`config.mk`:
```
export PLATFORM = sky130hd
export DESIGN_NAME = psbp_port
export DESIGN_NICKNAME = d
export VERILOG_FILES = /design/src/design/psbp_pkg.sv /design/src/design/psbp_port.sv /design/src/design/psbp_fifo.sv
export SDC_FILE = /design/constraint.sdc
export NUM_CORES = 1
export LEC_CHECK = 0
export BUFFER_PORTS_ARGS = -buffer_cell sky130_fd_sc_hd__buf_2
export CORE_ASPECT_RATIO = 0.9
export CORE_UTILIZATION = 55
export DETAILED_ROUTE_END_ITERATION = 6
export PLACE_DENSITY = 0.71
export SYNTH_ARGS = -nofsm -noshare
export SYNTH_HDL_FRONTEND = slang
export SYNTH_SLANG_ARGS = --single-unit
```
`constraint.sdc`:
```
create_clock -name sys_clk -period 2.8 [get_ports sys_clk]
set_clock_uncertainty 0.05 [all_clocks]
set_input_delay 0.56 -clock sys_clk [delete_from_list [all_inputs] [get_ports sys_clk]]
set_output_delay 0.56 -clock sys_clk [all_outputs]
set_load 0.005 [all_outputs]
```
`src/design/psbp_pkg.sv`:
```
// Package of constants for the parallel setpoint bus port
package psbp_pkg;
    localparam int DATA_W      = 8;
    localparam int SEL_W       = 3;
    localparam int SYNC_W      = 14;
    // Bit positions in the synchronised input vector
    localparam int POS_DATA    = 0;
    localparam int POS_SEL     = 8;
    localparam int POS_RELEASE = 11;
    localparam int POS_STROBE  = 12;
    localparam int POS_REMOTE  = 13;
    localparam int FIFO_DEPTH  = 8;
    // Selector codes
    localparam logic [2:0] SEL_POWDER   = 3'h0;
    localparam logic [2:0] SEL_TOTALAIR = 3'h1;
    localparam logic [2:0] SEL_RINSE    = 3'h2;
    localparam logic [2:0] SEL_UNUSED   = 3'h3;
    localparam logic [2:0] SEL_HV       = 3'h4;
    localparam logic [2:0] SEL_CURRENT  = 3'h5;
    localparam logic [2:0] SEL_RECIPE   = 3'h6;
    localparam logic [2:0] SEL_DAILY    = 3'h7;
    localparam logic [7:0] SETPT_RST    = 8'h00;
    // Register offsets for the plain register port
    localparam logic [3:0] REG_SETPT0   = 4'h0; // 0..7: one per selector code
    localparam logic [3:0] REG_CTRL     = 4'h8; // Bit0 panel lock parameter, bit1 fault
    localparam logic [3:0] REG_STATUS   = 4'h9;
    localparam logic [3:0] REG_COUNT    = 4'ha;
    localparam int CTRL_LOCK_BIT = 0;
    localparam int CTRL_FAULT_BIT = 1;
endpackage

```
`src/design/psbp_port.sv`:
```
// Parallel setpoint bus port: pin sync, strobe capture, setpoint store, registers
//
// Implementation choices: the address-and-strobe port and the placing of the registers.
`timescale 1ns/1ps
// What this block does
// RULE1: Controller parks strobes high, waits for start
// RULE2: Controller sets data and selector, drops strobe
// RULE3: Strobe low 100/20 ms, high 20 ms
// RULE4: Bits 1-8 setpoint, bits 9-11 selector
// RULE5: Strobe moves lines into setpoint storage
// RULE6: Release input low blocks coating enable
// RULE7: One composite error output for any fault
// RULE8: Lock parameter makes remote input panel lock; the remote input gates the panel here with lock on or off
// RULE9: Capture starts on strobe falling edge
// RULE10: Selector decodes to one of eight setpoints
// RULE11: Remote input high selects remote mode
// RULE12: Synchronise inputs, detect edges after sync
module psbp_port (
    input  wire logic        sys_clk,
    input  wire logic        srst,
    input  wire logic [7:0]  setpoint_byte_lines,
    input  wire logic [2:0]  parameter_selector_lines,
    input  wire logic        strobe_n,
    input  wire logic        system_release,
    input  wire logic        remote_manual,
    input  wire logic        trigger_active,
    input  wire logic        unit_fault,
    output logic             error_out,
    output logic             coating_enable,
    output logic             remote_mode,
    output logic             panel_enable,
    output logic [7:0]       recipe_index,
    output logic             setpoint_valid,
    input  wire logic        setpoint_ready,
    output logic [2:0]       setpoint_sel,
    output logic [7:0]       setpoint_data,
    input  wire logic [3:0]  reg_addr,
    input  wire logic [7:0]  reg_wdata,
    input  wire logic        reg_wr,
    input  wire logic        reg_rd,
    output logic      [7:0]  reg_rdata
);
    localparam int SW = psbp_pkg::SYNC_W;
    localparam int FW = psbp_pkg::DATA_W + psbp_pkg::SEL_W;
    // Idle pin levels: strobe parked high, release and remote inactive
    localparam logic [SW-1:0] SYNC_IDLE = SW'(1) << psbp_pkg::POS_STROBE;

    logic [SW-1:0] meta_q;
    logic [SW-1:0] sync_q;
    logic          strobe_prev_q;
    logic          strobe_fall;
    logic [7:0]    data_s;
    logic [2:0]    sel_s;
    logic          release_s;
    logic          remote_s;
    logic [7:0]    setpt_q [8];
    logic          lock_param_q;
    logic          sw_fault_q;
    logic          overrun_q;
    logic [7:0]    xfer_cnt_q;
    logic          fifo_in_ready;
    logic [FW-1:0] fifo_out;
    logic          fifo_out_valid;
    logic [7:0]    reg_rdata_q;

    // Two-stage synchroniser; first stage is read only by the second.
    // Resets to idle levels so release and remote read inactive until the pins pass both stages.
    always_ff @(posedge sys_clk) begin
        if (srst) begin
            meta_q <= SYNC_IDLE;
            sync_q <= SYNC_IDLE;
        end else begin
            meta_q <= {remote_manual, strobe_n, system_release,
                       parameter_selector_lines, setpoint_byte_lines};
            sync_q <= meta_q; // RULE12
        end
    end

    // Field split of the synchronised vector
    assign data_s    = sync_q[psbp_pkg::POS_DATA +: psbp_pkg::DATA_W]; // RULE4
    assign sel_s     = sync_q[psbp_pkg::POS_SEL +: psbp_pkg::SEL_W];   // RULE4
    assign release_s = sync_q[psbp_pkg::POS_RELEASE];
    assign remote_s  = sync_q[psbp_pkg::POS_REMOTE];

    // Falling-edge detect on the synchronised strobe; reset high so no false edge
    always_ff @(posedge sys_clk) begin
        if (srst) begin
            strobe_prev_q <= 1'b1;
        end else begin
            strobe_prev_q <= sync_q[psbp_pkg::POS_STROBE];
        end
    end
    assign strobe_fall = strobe_prev_q && !sync_q[psbp_pkg::POS_STROBE]; // RULE9 RULE12

    // Setpoint store: the edge writes the selected slot; data is stable by then
    always_ff @(posedge sys_clk) begin
        if (srst) begin
            for (int i = 0; i < 8; i++) begin
                setpt_q[i] <= psbp_pkg::SETPT_RST;
            end
        end else if (strobe_fall) begin
            setpt_q[sel_s] <= data_s; // RULE5 RULE10
        end
    end

    // Recipe index is loaded from the data lines on a recipe-code edge
    always_ff @(posedge sys_clk) begin
        if (srst) begin
            recipe_index <= psbp_pkg::SETPT_RST;
        end else if (strobe_fall && sel_s == psbp_pkg::SEL_RECIPE) begin
            recipe_index <= data_s; // RULE10
        end
    end

    // Captured transfers also go downstream; a full FIFO drops and flags overrun
    psbp_fifo #(
        .WIDTH (FW),
        .DEPTH (psbp_pkg::FIFO_DEPTH)
    ) u_fifo (
        .sys_clk   (sys_clk),
        .srst      (srst),
        .in_valid  (strobe_fall),
        .in_ready  (fifo_in_ready),
        .in_data   ({sel_s, data_s}),
        .out_valid (fifo_out_valid),
        .out_ready (setpoint_ready),
        .out_data  (fifo_out)
    );
    assign setpoint_valid = fifo_out_valid;
    assign setpoint_sel   = fifo_out[psbp_pkg::DATA_W +: psbp_pkg::SEL_W];
    assign setpoint_data  = fifo_out[psbp_pkg::DATA_W-1:0];

    // Overrun is sticky; a new overrun wins over a software clear
    always_ff @(posedge sys_clk) begin
        if (srst) begin
            overrun_q <= 1'b0;
        end else if (strobe_fall && !fifo_in_ready) begin
            overrun_q <= 1'b1;
        end else if (reg_wr && reg_addr == psbp_pkg::REG_STATUS && reg_wdata[0]) begin
            overrun_q <= 1'b0;
        end
    end

    // Transfer counter shows activity to software
    always_ff @(posedge sys_clk) begin
        if (srst) begin
            xfer_cnt_q <= 8'h00;
        end else if (strobe_fall) begin
            xfer_cnt_q <= xfer_cnt_q + 8'h01;
        end
    end

    // Control register written by software
    always_ff @(posedge sys_clk) begin
        if (srst) begin
            lock_param_q <= 1'b0;
            sw_fault_q   <= 1'b0;
        end else if (reg_wr && reg_addr == psbp_pkg::REG_CTRL) begin
            lock_param_q <= reg_wdata[psbp_pkg::CTRL_LOCK_BIT];
            sw_fault_q   <= reg_wdata[psbp_pkg::CTRL_FAULT_BIT];
        end
    end

    // Mode, release and error outputs, registered
    always_ff @(posedge sys_clk) begin
        if (srst) begin
            remote_mode    <= 1'b0;
            panel_enable   <= 1'b1;
            coating_enable <= 1'b0;
            error_out      <= 1'b0;
        end else begin
            // The input gates the panel with lock on or off; with lock on, mode stays manual
            remote_mode    <= !lock_param_q && remote_s;  // RULE11 RULE8
            panel_enable   <= !remote_s; // RULE8
            coating_enable <= release_s && trigger_active; // RULE6
            error_out      <= unit_fault || sw_fault_q || overrun_q; // RULE7
        end
    end

    // Read data one cycle after the read strobe; unmapped reads give zero
    always_ff @(posedge sys_clk) begin
        if (srst) begin
            reg_rdata_q <= 8'h00;
        end else if (reg_rd) begin
            if (reg_addr < psbp_pkg::REG_CTRL) begin
                reg_rdata_q <= setpt_q[reg_addr[2:0]];
            end else if (reg_addr == psbp_pkg::REG_CTRL) begin
                reg_rdata_q <= {6'h00, sw_fault_q, lock_param_q};
            end else if (reg_addr == psbp_pkg::REG_STATUS) begin
                reg_rdata_q <= {3'h0, error_out, remote_mode, release_s,
                                fifo_out_valid, overrun_q};
            end else if (reg_addr == psbp_pkg::REG_COUNT) begin
                reg_rdata_q <= xfer_cnt_q;
            end else begin
                reg_rdata_q <= 8'h00;
            end
        end else begin
            reg_rdata_q <= 8'h00;
        end
    end
    assign reg_rdata = reg_rdata_q;

    // Coating may never be enabled while release is low
    release_gate_a: assert property (@(posedge sys_clk) disable iff (srst)
        !release_s |=> !coating_enable) else $error("coating enabled without release"); // RULE6
    // A strobe falling edge stores the byte in its slot
    strobe_store_a: assert property (@(posedge sys_clk) disable iff (srst)
        strobe_fall |=> setpt_q[$past(sel_s)] == $past(data_s))
        else $error("setpoint not stored on strobe edge"); // RULE5
    // Pin low reaches the edge detector after exactly sync delay
    edge_sync_a: assert property (@(posedge sys_clk) disable iff (srst)
        strobe_fall |-> $past(strobe_n, 3) && !$past(strobe_n, 2))
        else $error("strobe edge not from synchronised pin"); // RULE9
    // Unit fault or software fault drives error next cycle
    error_comp_a: assert property (@(posedge sys_clk) disable iff (srst)
        (unit_fault || sw_fault_q) |=> error_out) else $error("error output missed"); // RULE7
    // Remote mode follows input when lock is off
    remote_mode_a: assert property (@(posedge sys_clk) disable iff (srst)
        (!lock_param_q && remote_s) |=> remote_mode) else $error("remote mode not entered"); // RULE11
    // Lock on keeps mode manual and gates the panel
    panel_lock_a: assert property (@(posedge sys_clk) disable iff (srst)
        (lock_param_q && remote_s) |=> !remote_mode && !panel_enable)
        else $error("panel lock not applied"); // RULE8
    // Recipe code updates the recipe index
    recipe_sel_a: assert property (@(posedge sys_clk) disable iff (srst)
        (strobe_fall && sel_s == psbp_pkg::SEL_RECIPE) |=> recipe_index == $past(data_s))
        else $error("recipe index not updated"); // RULE10
    // Unsynchronised pin change cannot cause an edge within two cycles
    sync_delay_a: assert property (@(posedge sys_clk) disable iff (srst)
        ($fell(strobe_n) && sync_q[psbp_pkg::POS_STROBE]) |-> !strobe_fall ##1 !strobe_fall)
        else $error("edge seen before synchroniser"); // RULE12
endmodule

```
`src/design/psbp_fifo.sv`:
```
// Small synchronous FIFO with valid/ready on both sides
`timescale 1ns/1ps
module psbp_fifo #(
    parameter int WIDTH = 11,
    parameter int DEPTH = 8
) (
    input  wire logic             sys_clk,
    input  wire logic             srst,
    input  wire logic             in_valid,
    output logic                  in_ready,
    input  wire logic [WIDTH-1:0] in_data,
    output logic                  out_valid,
    input  wire logic             out_ready,
    output logic      [WIDTH-1:0] out_data
);
    localparam int AW = $clog2(DEPTH);
    logic [WIDTH-1:0] mem_q [DEPTH];
    logic [AW-1:0]    wr_q;
    logic [AW-1:0]    rd_q;
    logic [AW:0]      cnt_q;
    logic             push;
    logic             pop;

    // Full and empty come straight from the occupancy count
    assign in_ready  = (cnt_q != (AW+1)'(DEPTH));
    assign out_valid = (cnt_q != '0);
    assign out_data  = mem_q[rd_q];
    assign push      = in_valid && in_ready;
    assign pop       = out_valid && out_ready;

    // Storage has no reset; only pointers and count need a defined value
    always_ff @(posedge sys_clk) begin
        if (push) begin
            mem_q[wr_q] <= in_data;
        end
    end

    // Pointers wrap; depth is a power of two
    always_ff @(posedge sys_clk) begin
        if (srst) begin
            wr_q  <= '0;
            rd_q  <= '0;
            cnt_q <= '0;
        end else begin
            if (push) begin
                wr_q <= wr_q + 1'b1;
            end
            if (pop) begin
                rd_q <= rd_q + 1'b1;
            end
            cnt_q <= cnt_q + (AW+1)'(push) - (AW+1)'(pop);
        end
    end
endmodule

```
==> reports/results.ini, run 1 <==
[worst_hold_path]
hp-class=primary input to flop
hold_path.startpoint=strobe_n
hold_end=meta_q[12]$_SDFF_PP1_
whs_path_depth=2

[timing]
worst_pin_slew_ns=0.7100
slew_headroom=0.5260
setup-violations-final=0
tns_ns=0
worst_hold_slack_ns=0.2011
fmax_mhz=366.9
period_needed_ns=2.726
slew_viol_final=0
finalHoldViolCount=0
setup_slack_ns=0.07433
rsz0062_at_grt=no
finalCritPeriodShare=0.9735

[route]
dr.pass1.iters=5
viasPerCell=5.717
drt.antenna.violating_nets=0
vias=4997
drt_wl_total_mm=17.38
drt_iter0_markers=412
wire_per_inst_um=19.89
drc=0

[place]
pre_cts_slack_ns=0.4061
port_buffers=58
hpwl_mm=11.37
place_congestion=0.8083

[power_and_ir_drop]
total_power_w=0.007652
peakVddDrop_mv=0.5327
p_leak_nw=3.813
p_per_area_nw_per_um2=747.2

[synthesis]
yosys_register_bits=225
async_reset_ff_frac=0
yosys_warnings=0
synthDominantCellAreaShare=0.5096
synthesis.nets=620
yosys.area.top_type=edfxtp_1
synth_cell_types=50
avgSynthCellArea_um2=15.52
synth_most_common_cell=edfxtp_1
synth_area_leaders=edfxtp_1 51%, dfxtp_1 16%, mux4_1 5.6%, and2_1 4.5%, mux4_2 3.3%
synth_seq_area_share=0.6727
synth_edf_count=152
synthCells=577
synthesis.area_um2=8957
synthTopCellsByCount=152 x edfxtp_1, 73 x dfxtp_1, 65 x and2_1, 33 x nor2b_1, 32 x nor2_1
synth-main-ff-cell=edfxtp_1

[clock_network]
cts_made_buffers=22
clockBufferDepth=3
cts_resized=0
clk_pin_slew_ns=0.06
cts_tree=built
cts_max_level=1
holdBufCountCts=0
clk_latency_ns=0.49
clock_sinks=225
post_cts_buffers=0
cts-root-buf=clkbuf_16

[grt]
grt_use_total=0.2160
grt_max_degree=32
grt_pass1_wl_mm=26.83
grt_pass1_vias=4843
antenna_found_initial=0
grt-ovfl-total=0

[setup_path]
reg2reg_from=u_fifo.cnt_q[2]$_SDFF_PP0_
setup.worst_path.end_class=output pin
crit_fanout=22
reg2reg_depth=11
crit_type=flop to output pin
required_ns=2.19
reg2reg_to=u_fifo.cnt_q[2]$_SDFF_PP0_
cp.arrival_ns=2.12
rrSetupSlack_ns=0.38
cp-start-kind=flop

[die]
start_util=0.5721
die_h_um=123.1
num_rows=43
die_w_um=136.5
core_area_um2=15660
die-area_um2=16800
ios=65

[run_status]
status=finished, final reports clean

[layout]
n_antenna_cell=0
syn2layout_area_growth_pct=14.32
drive_gt1_frac=0.2202
nFillCells=1071
multi_input_area_um2=2766
regArea_um2=6026
fin_util=0.6540
finish.net_count=699

[job]
drv_cap=0

-- layer usage --
| layer | global-route usage | vias up | wire length (µm) |
|---|---|---|---|
| met2 | 0.3388 | 166 | 8102 |
| met3 | 0.04223 | 31 | 1005 |
| met1 | 0.3100 | 2496 | 7900 |
| li1 | - | 2304 | - |
| met4 | 0.05833 | 0 | 371 |
| met5 | 0 | - | 0 |
-- placed cells by master (no fill, tap or decap), types with 4 or more instances in the layout --
cell type / synthesis / layout
edfxtp_1: 152 / 152
dfxtp_1: 73 / 73
and2_1: 65 / 65
buf_2: 3 / 58
nor2b_1: 33 / 33
nor2_1: 32 / 32
clkbuf_16: 0 / 25
mux4_1: 19 / 19
buf_4: 0 / 17
nand2_1: 16 / 16
mux2i_1: 16 / 16
mux4_2: 13 / 13
mux2_2: 12 / 12
inv_1: 11 / 11
nand2b_1: 9 / 9
or2_2: 9 / 9
ha_1: 9 / 9
a22o_1: 8 / 8
clkbuf_1: 10 / 8
a21oi_1: 7 / 7
nor3_1: 7 / 7
a22oi_1: 6 / 6
xnor2_1: 5 / 5
xor2_1: 5 / 5
a32oi_1: 5 / 5
o22ai_1: 5 / 5
a211oi_1: 4 / 4
-- cell type report --
cell class                      instances  share of cell area
Inverter                               11            0.004032
Tap cell                              202             0.02468
Clock inverter                          4            0.001833
Sequential cell                       225              0.5885
Multi-Input combinational cell        320              0.2702
Timing Repair Buffer                   76             0.04277
Clock buffer                           36             0.06806
-- kinds of logic (layout without fill, tap and decap cells) --
family,after synthesis,after routing,synth area share
simple gates,197,197,0.1278
buf+inv,32,127,0.01844
flops,225,225,0.6727
compound gates,43,43,0.03506
fa+ha+maj,10,10,0.01481
mux,60,60,0.1214
xor+xnor,10,10,0.009777
-- registers in the layout (all words and copies together), names as in the netlist, 4 cells and up, named ones only --
signal	cells
u_fifo.mem_q	88
setpt_q	64
meta_q	14
sync_q	14
recipe_index	8
reg_rdata	8
xfer_cnt_q	8
u_fifo.cnt_q	4
-- worst max path at each step --
stage,slack (ns),from,end,depth (start not counted)
after global placement,0.49,u_fifo.cnt_q[2]$_SDFF_PP0_,u_fifo.cnt_q[2]$_SDFF_PP0_,11
after detailed placement,0.41,u_fifo.cnt_q[2]$_SDFF_PP0_,u_fifo.cnt_q[2]$_SDFF_PP0_,11
after global routing,0.01,flop,setpoint_data[1],4
final,0.07,flop,setpoint_data[4],4
after CTS,0.05,flop,setpoint_data[1],4
after floorplan,0.45,u_fifo.cnt_q[2]$_SDFF_PP0_,u_fifo.cnt_q[2]$_SDFF_PP0_,12
-- where the power goes --
part           internal (W)  switching [W]  leakage [nW]  total, W
Sequential          0.00366      0.0000905          2.06   0.00375
Clock               0.00170        0.00117         0.352   0.00287
Combinational      0.000538       0.000494          1.40   0.00103
-- metrics by stage --
step | instances | instance area (µm²)
after floorplan | 577 | 8957
after global placement | 834 | 9524
after detailed placement | 834 | 9524
after CTS | 874 | 10240
after global routing | 874 | 10240
final | 874 | 10240
-- worst max-delay path: stages (launching register included) --
cell and delay, ns:
dfxtp_1 0.38, buf_12 0.23, mux4_1 0.58, mux2_2 0.30
buf_2 0.13
Power figures use the tool's default switching activity.
==> run 2, diff against run 1 <==
--- a/config.mk
+++ b/config.mk
@@ -10,6 +10,7 @@
 export CORE_UTILIZATION = 55
 export DETAILED_ROUTE_END_ITERATION = 6
 export PLACE_DENSITY = 0.71
+export REMOVE_ABC_BUFFERS = 1
 export SYNTH_ARGS = -nofsm -noshare
 export SYNTH_HDL_FRONTEND = slang
 export SYNTH_SLANG_ARGS = --single-unit
==> run 2 against run 1 <==
First-iteration DRC count fell by 27%. Flip-flop and latch count did not move. Total power rose by 0.10%. Global-route usage rose by 0.14 points. Largest cell class unchanged. Critical path depth did not move. Cell count rose by 0.34%. Hold slack got worse by 0.011 ns. Critical path type unchanged. Sequential power barely moved. Register-to-register slack improved by 0.03 ns.
==> reports/results.ini, run 2 (same netlist as run 1, synthesis figures left out) <==
[die]
die_h_um=123.1
die-area_um2=16800
start_util=0.5721
core_area_um2=15660
die_w_um=136.5
num_rows=43
ios=65

[timing]
worst_pin_slew_ns=0.8460
period_needed_ns=2.681
finalCritPeriodShare=0.9574
setup-violations-final=0
tns_ns=0
slew_viol_final=0
rsz0062_at_grt=no
slew_headroom=0.4352
finalHoldViolCount=0
fmax_mhz=373.0

[power_and_ir_drop]
swShare=0.2320
peakVddDrop_mv=0.5144
p_per_area_nw_per_um2=746.7
power_frac_clock=0.376
seqPwrFrac=0.490
power_frac_comb=0.135
power.net_switching_w=0.001777
p_leak_nw=3.834
intPower_w=0.005882

[clock_network]
cts_max_level=1
clock_sinks=225
cts_resized=0
clk_pin_slew_ns=0.06
holdBufCountCts=0
clk_latency_ns=0.51
cts-root-buf=clkbuf_16
cts_made_buffers=23
post_cts_buffers=0
cts_tree=built
clockBufferDepth=3

[layout]
design_area_um2=10260
syn2layout_area_growth_pct=14.51
reg_top3=u_fifo.mem_q x88, setpt_q x64
final_common_cell=edfxtp_1
n_antenna_cell=0
top_register=u_fifo.mem_q
largest_register_ffs=88
drive_gt1_frac=0.2296
final_cell_mix=152 x edfxtp_1, 73 x dfxtp_1, 65 x and2_1
finish.net_count=702

[route]
wire_per_inst_um=19.55
dr.pass1.iters=5
vias=4935
drc=0
drt_wl_total_mm=17.15
viasPerCell=5.627
drt.antenna.violating_nets=0
drt_iter0_markers=300

[grt]
grt_pass1_wl_mm=26.76
grt_max_degree=38
antenna_found_initial=0
grt-ovfl-total=0
grt_pass1_vias=4949
grt_use_total=0.2174

[setup_path]
cp-start-kind=flop
setup.worst_path.end_class=output pin
cp.arrival_ns=2.07
required_ns=2.19
crit_type=flop to output pin
crit_fanout=22

[job]
drv_cap=0

[place]
port_buffers=58
place_congestion=0.8122
placed_area_um2=9539
hpwl_mm=11.18

[worst_hold_path]
hp-class=primary input to flop

[run_status]
status=finished, final reports clean

-- run 2: cell types whose count changed in the layout (fill, tap and decap cells not counted) --
cell,previous run,this run
clkbuf_1,8,2
clkbuf_16,25,23
clkinv_2,3,7
clkinv_1,1,3
buf_4,17,19
inv_6,0,2
bufinv_16,0,1
-- run 2: path summary, 6_finish.rpt --
| check | startpoint | endpoint | slack [ns] | cells past startpoint |
|---|---|---|---|---|
| min | strobe_n | meta_q[12]$_SDFF_PP1_ | 0.19 | 2 |
| max | flop | setpoint_data[6] | 0.12 | 4 |
| max reg2reg | u_fifo.cnt_q[2]$_SDFF_PP0_ | u_fifo.cnt_q[2]$_SDFF_PP0_ | 0.41 | 11 |
| min reg2reg | meta_q[12]$_SDFF_PP1_ | sync_q[12]$_SDFF_PP1_ | 0.36 | 1 |
-- run 2: worst max-delay path, stage by stage, from the launching register on --
cell     delay [ns]
dfxtp_1        0.35
buf_12         0.21
mux4_1         0.59
mux2_2         0.27
buf_2          0.12
-- run 2: stage by stage --
stage               hold slack, ns  worst slack [ns]  utilization  power [W]  instances
finish                      0.1898            0.1192       0.6552   0.007659        877
global route                0.1919           0.05314       0.6552   0.007956        877
CTS                         0.1751           0.08748       0.6552   0.007712        877
detailed placement          0.3446            0.4309       0.6093   0.004859        836
global placement            0.3441            0.4817       0.6093   0.004820        836
floorplan                   0.3275            0.3709            -   0.004470        556
-- run 2: area by class of cell --
class	count	area [µm²]
clock buffers	28	624.3
clock inverters	13	93.84
fillers	1064	5399
inverters	11	41.29
multi-input cells	320	2766
flip-flops and latches	225	6026
well taps	202	252.7
repair buffers	78	452.9
-- run 2: metal layers --
| layer | track usage | up-vias | routed length (µm) |
|---|---|---|---|
| met5 | 0 | - | 0 |
| met4 | 0.06944 | 0 | 437 |
| li1 | - | 2312 | - |
| met1 | 0.3084 | 2433 | 7705 |
| met2 | 0.3452 | 152 | 7981 |
| met3 | 0.03649 | 38 | 1023 |
-- run 2: power groups by stage --
stage	clock, W	sequential [W]	combinational (W)
global route	0.00306	0.00376	0.00114
finish	0.00288	0.00375	0.00103
global placement	0	0.00381	0.00101
detailed placement	0	0.00382	0.00104
CTS	0.00291	0.00375	0.00105
floorplan	0	0.00385	0.000624
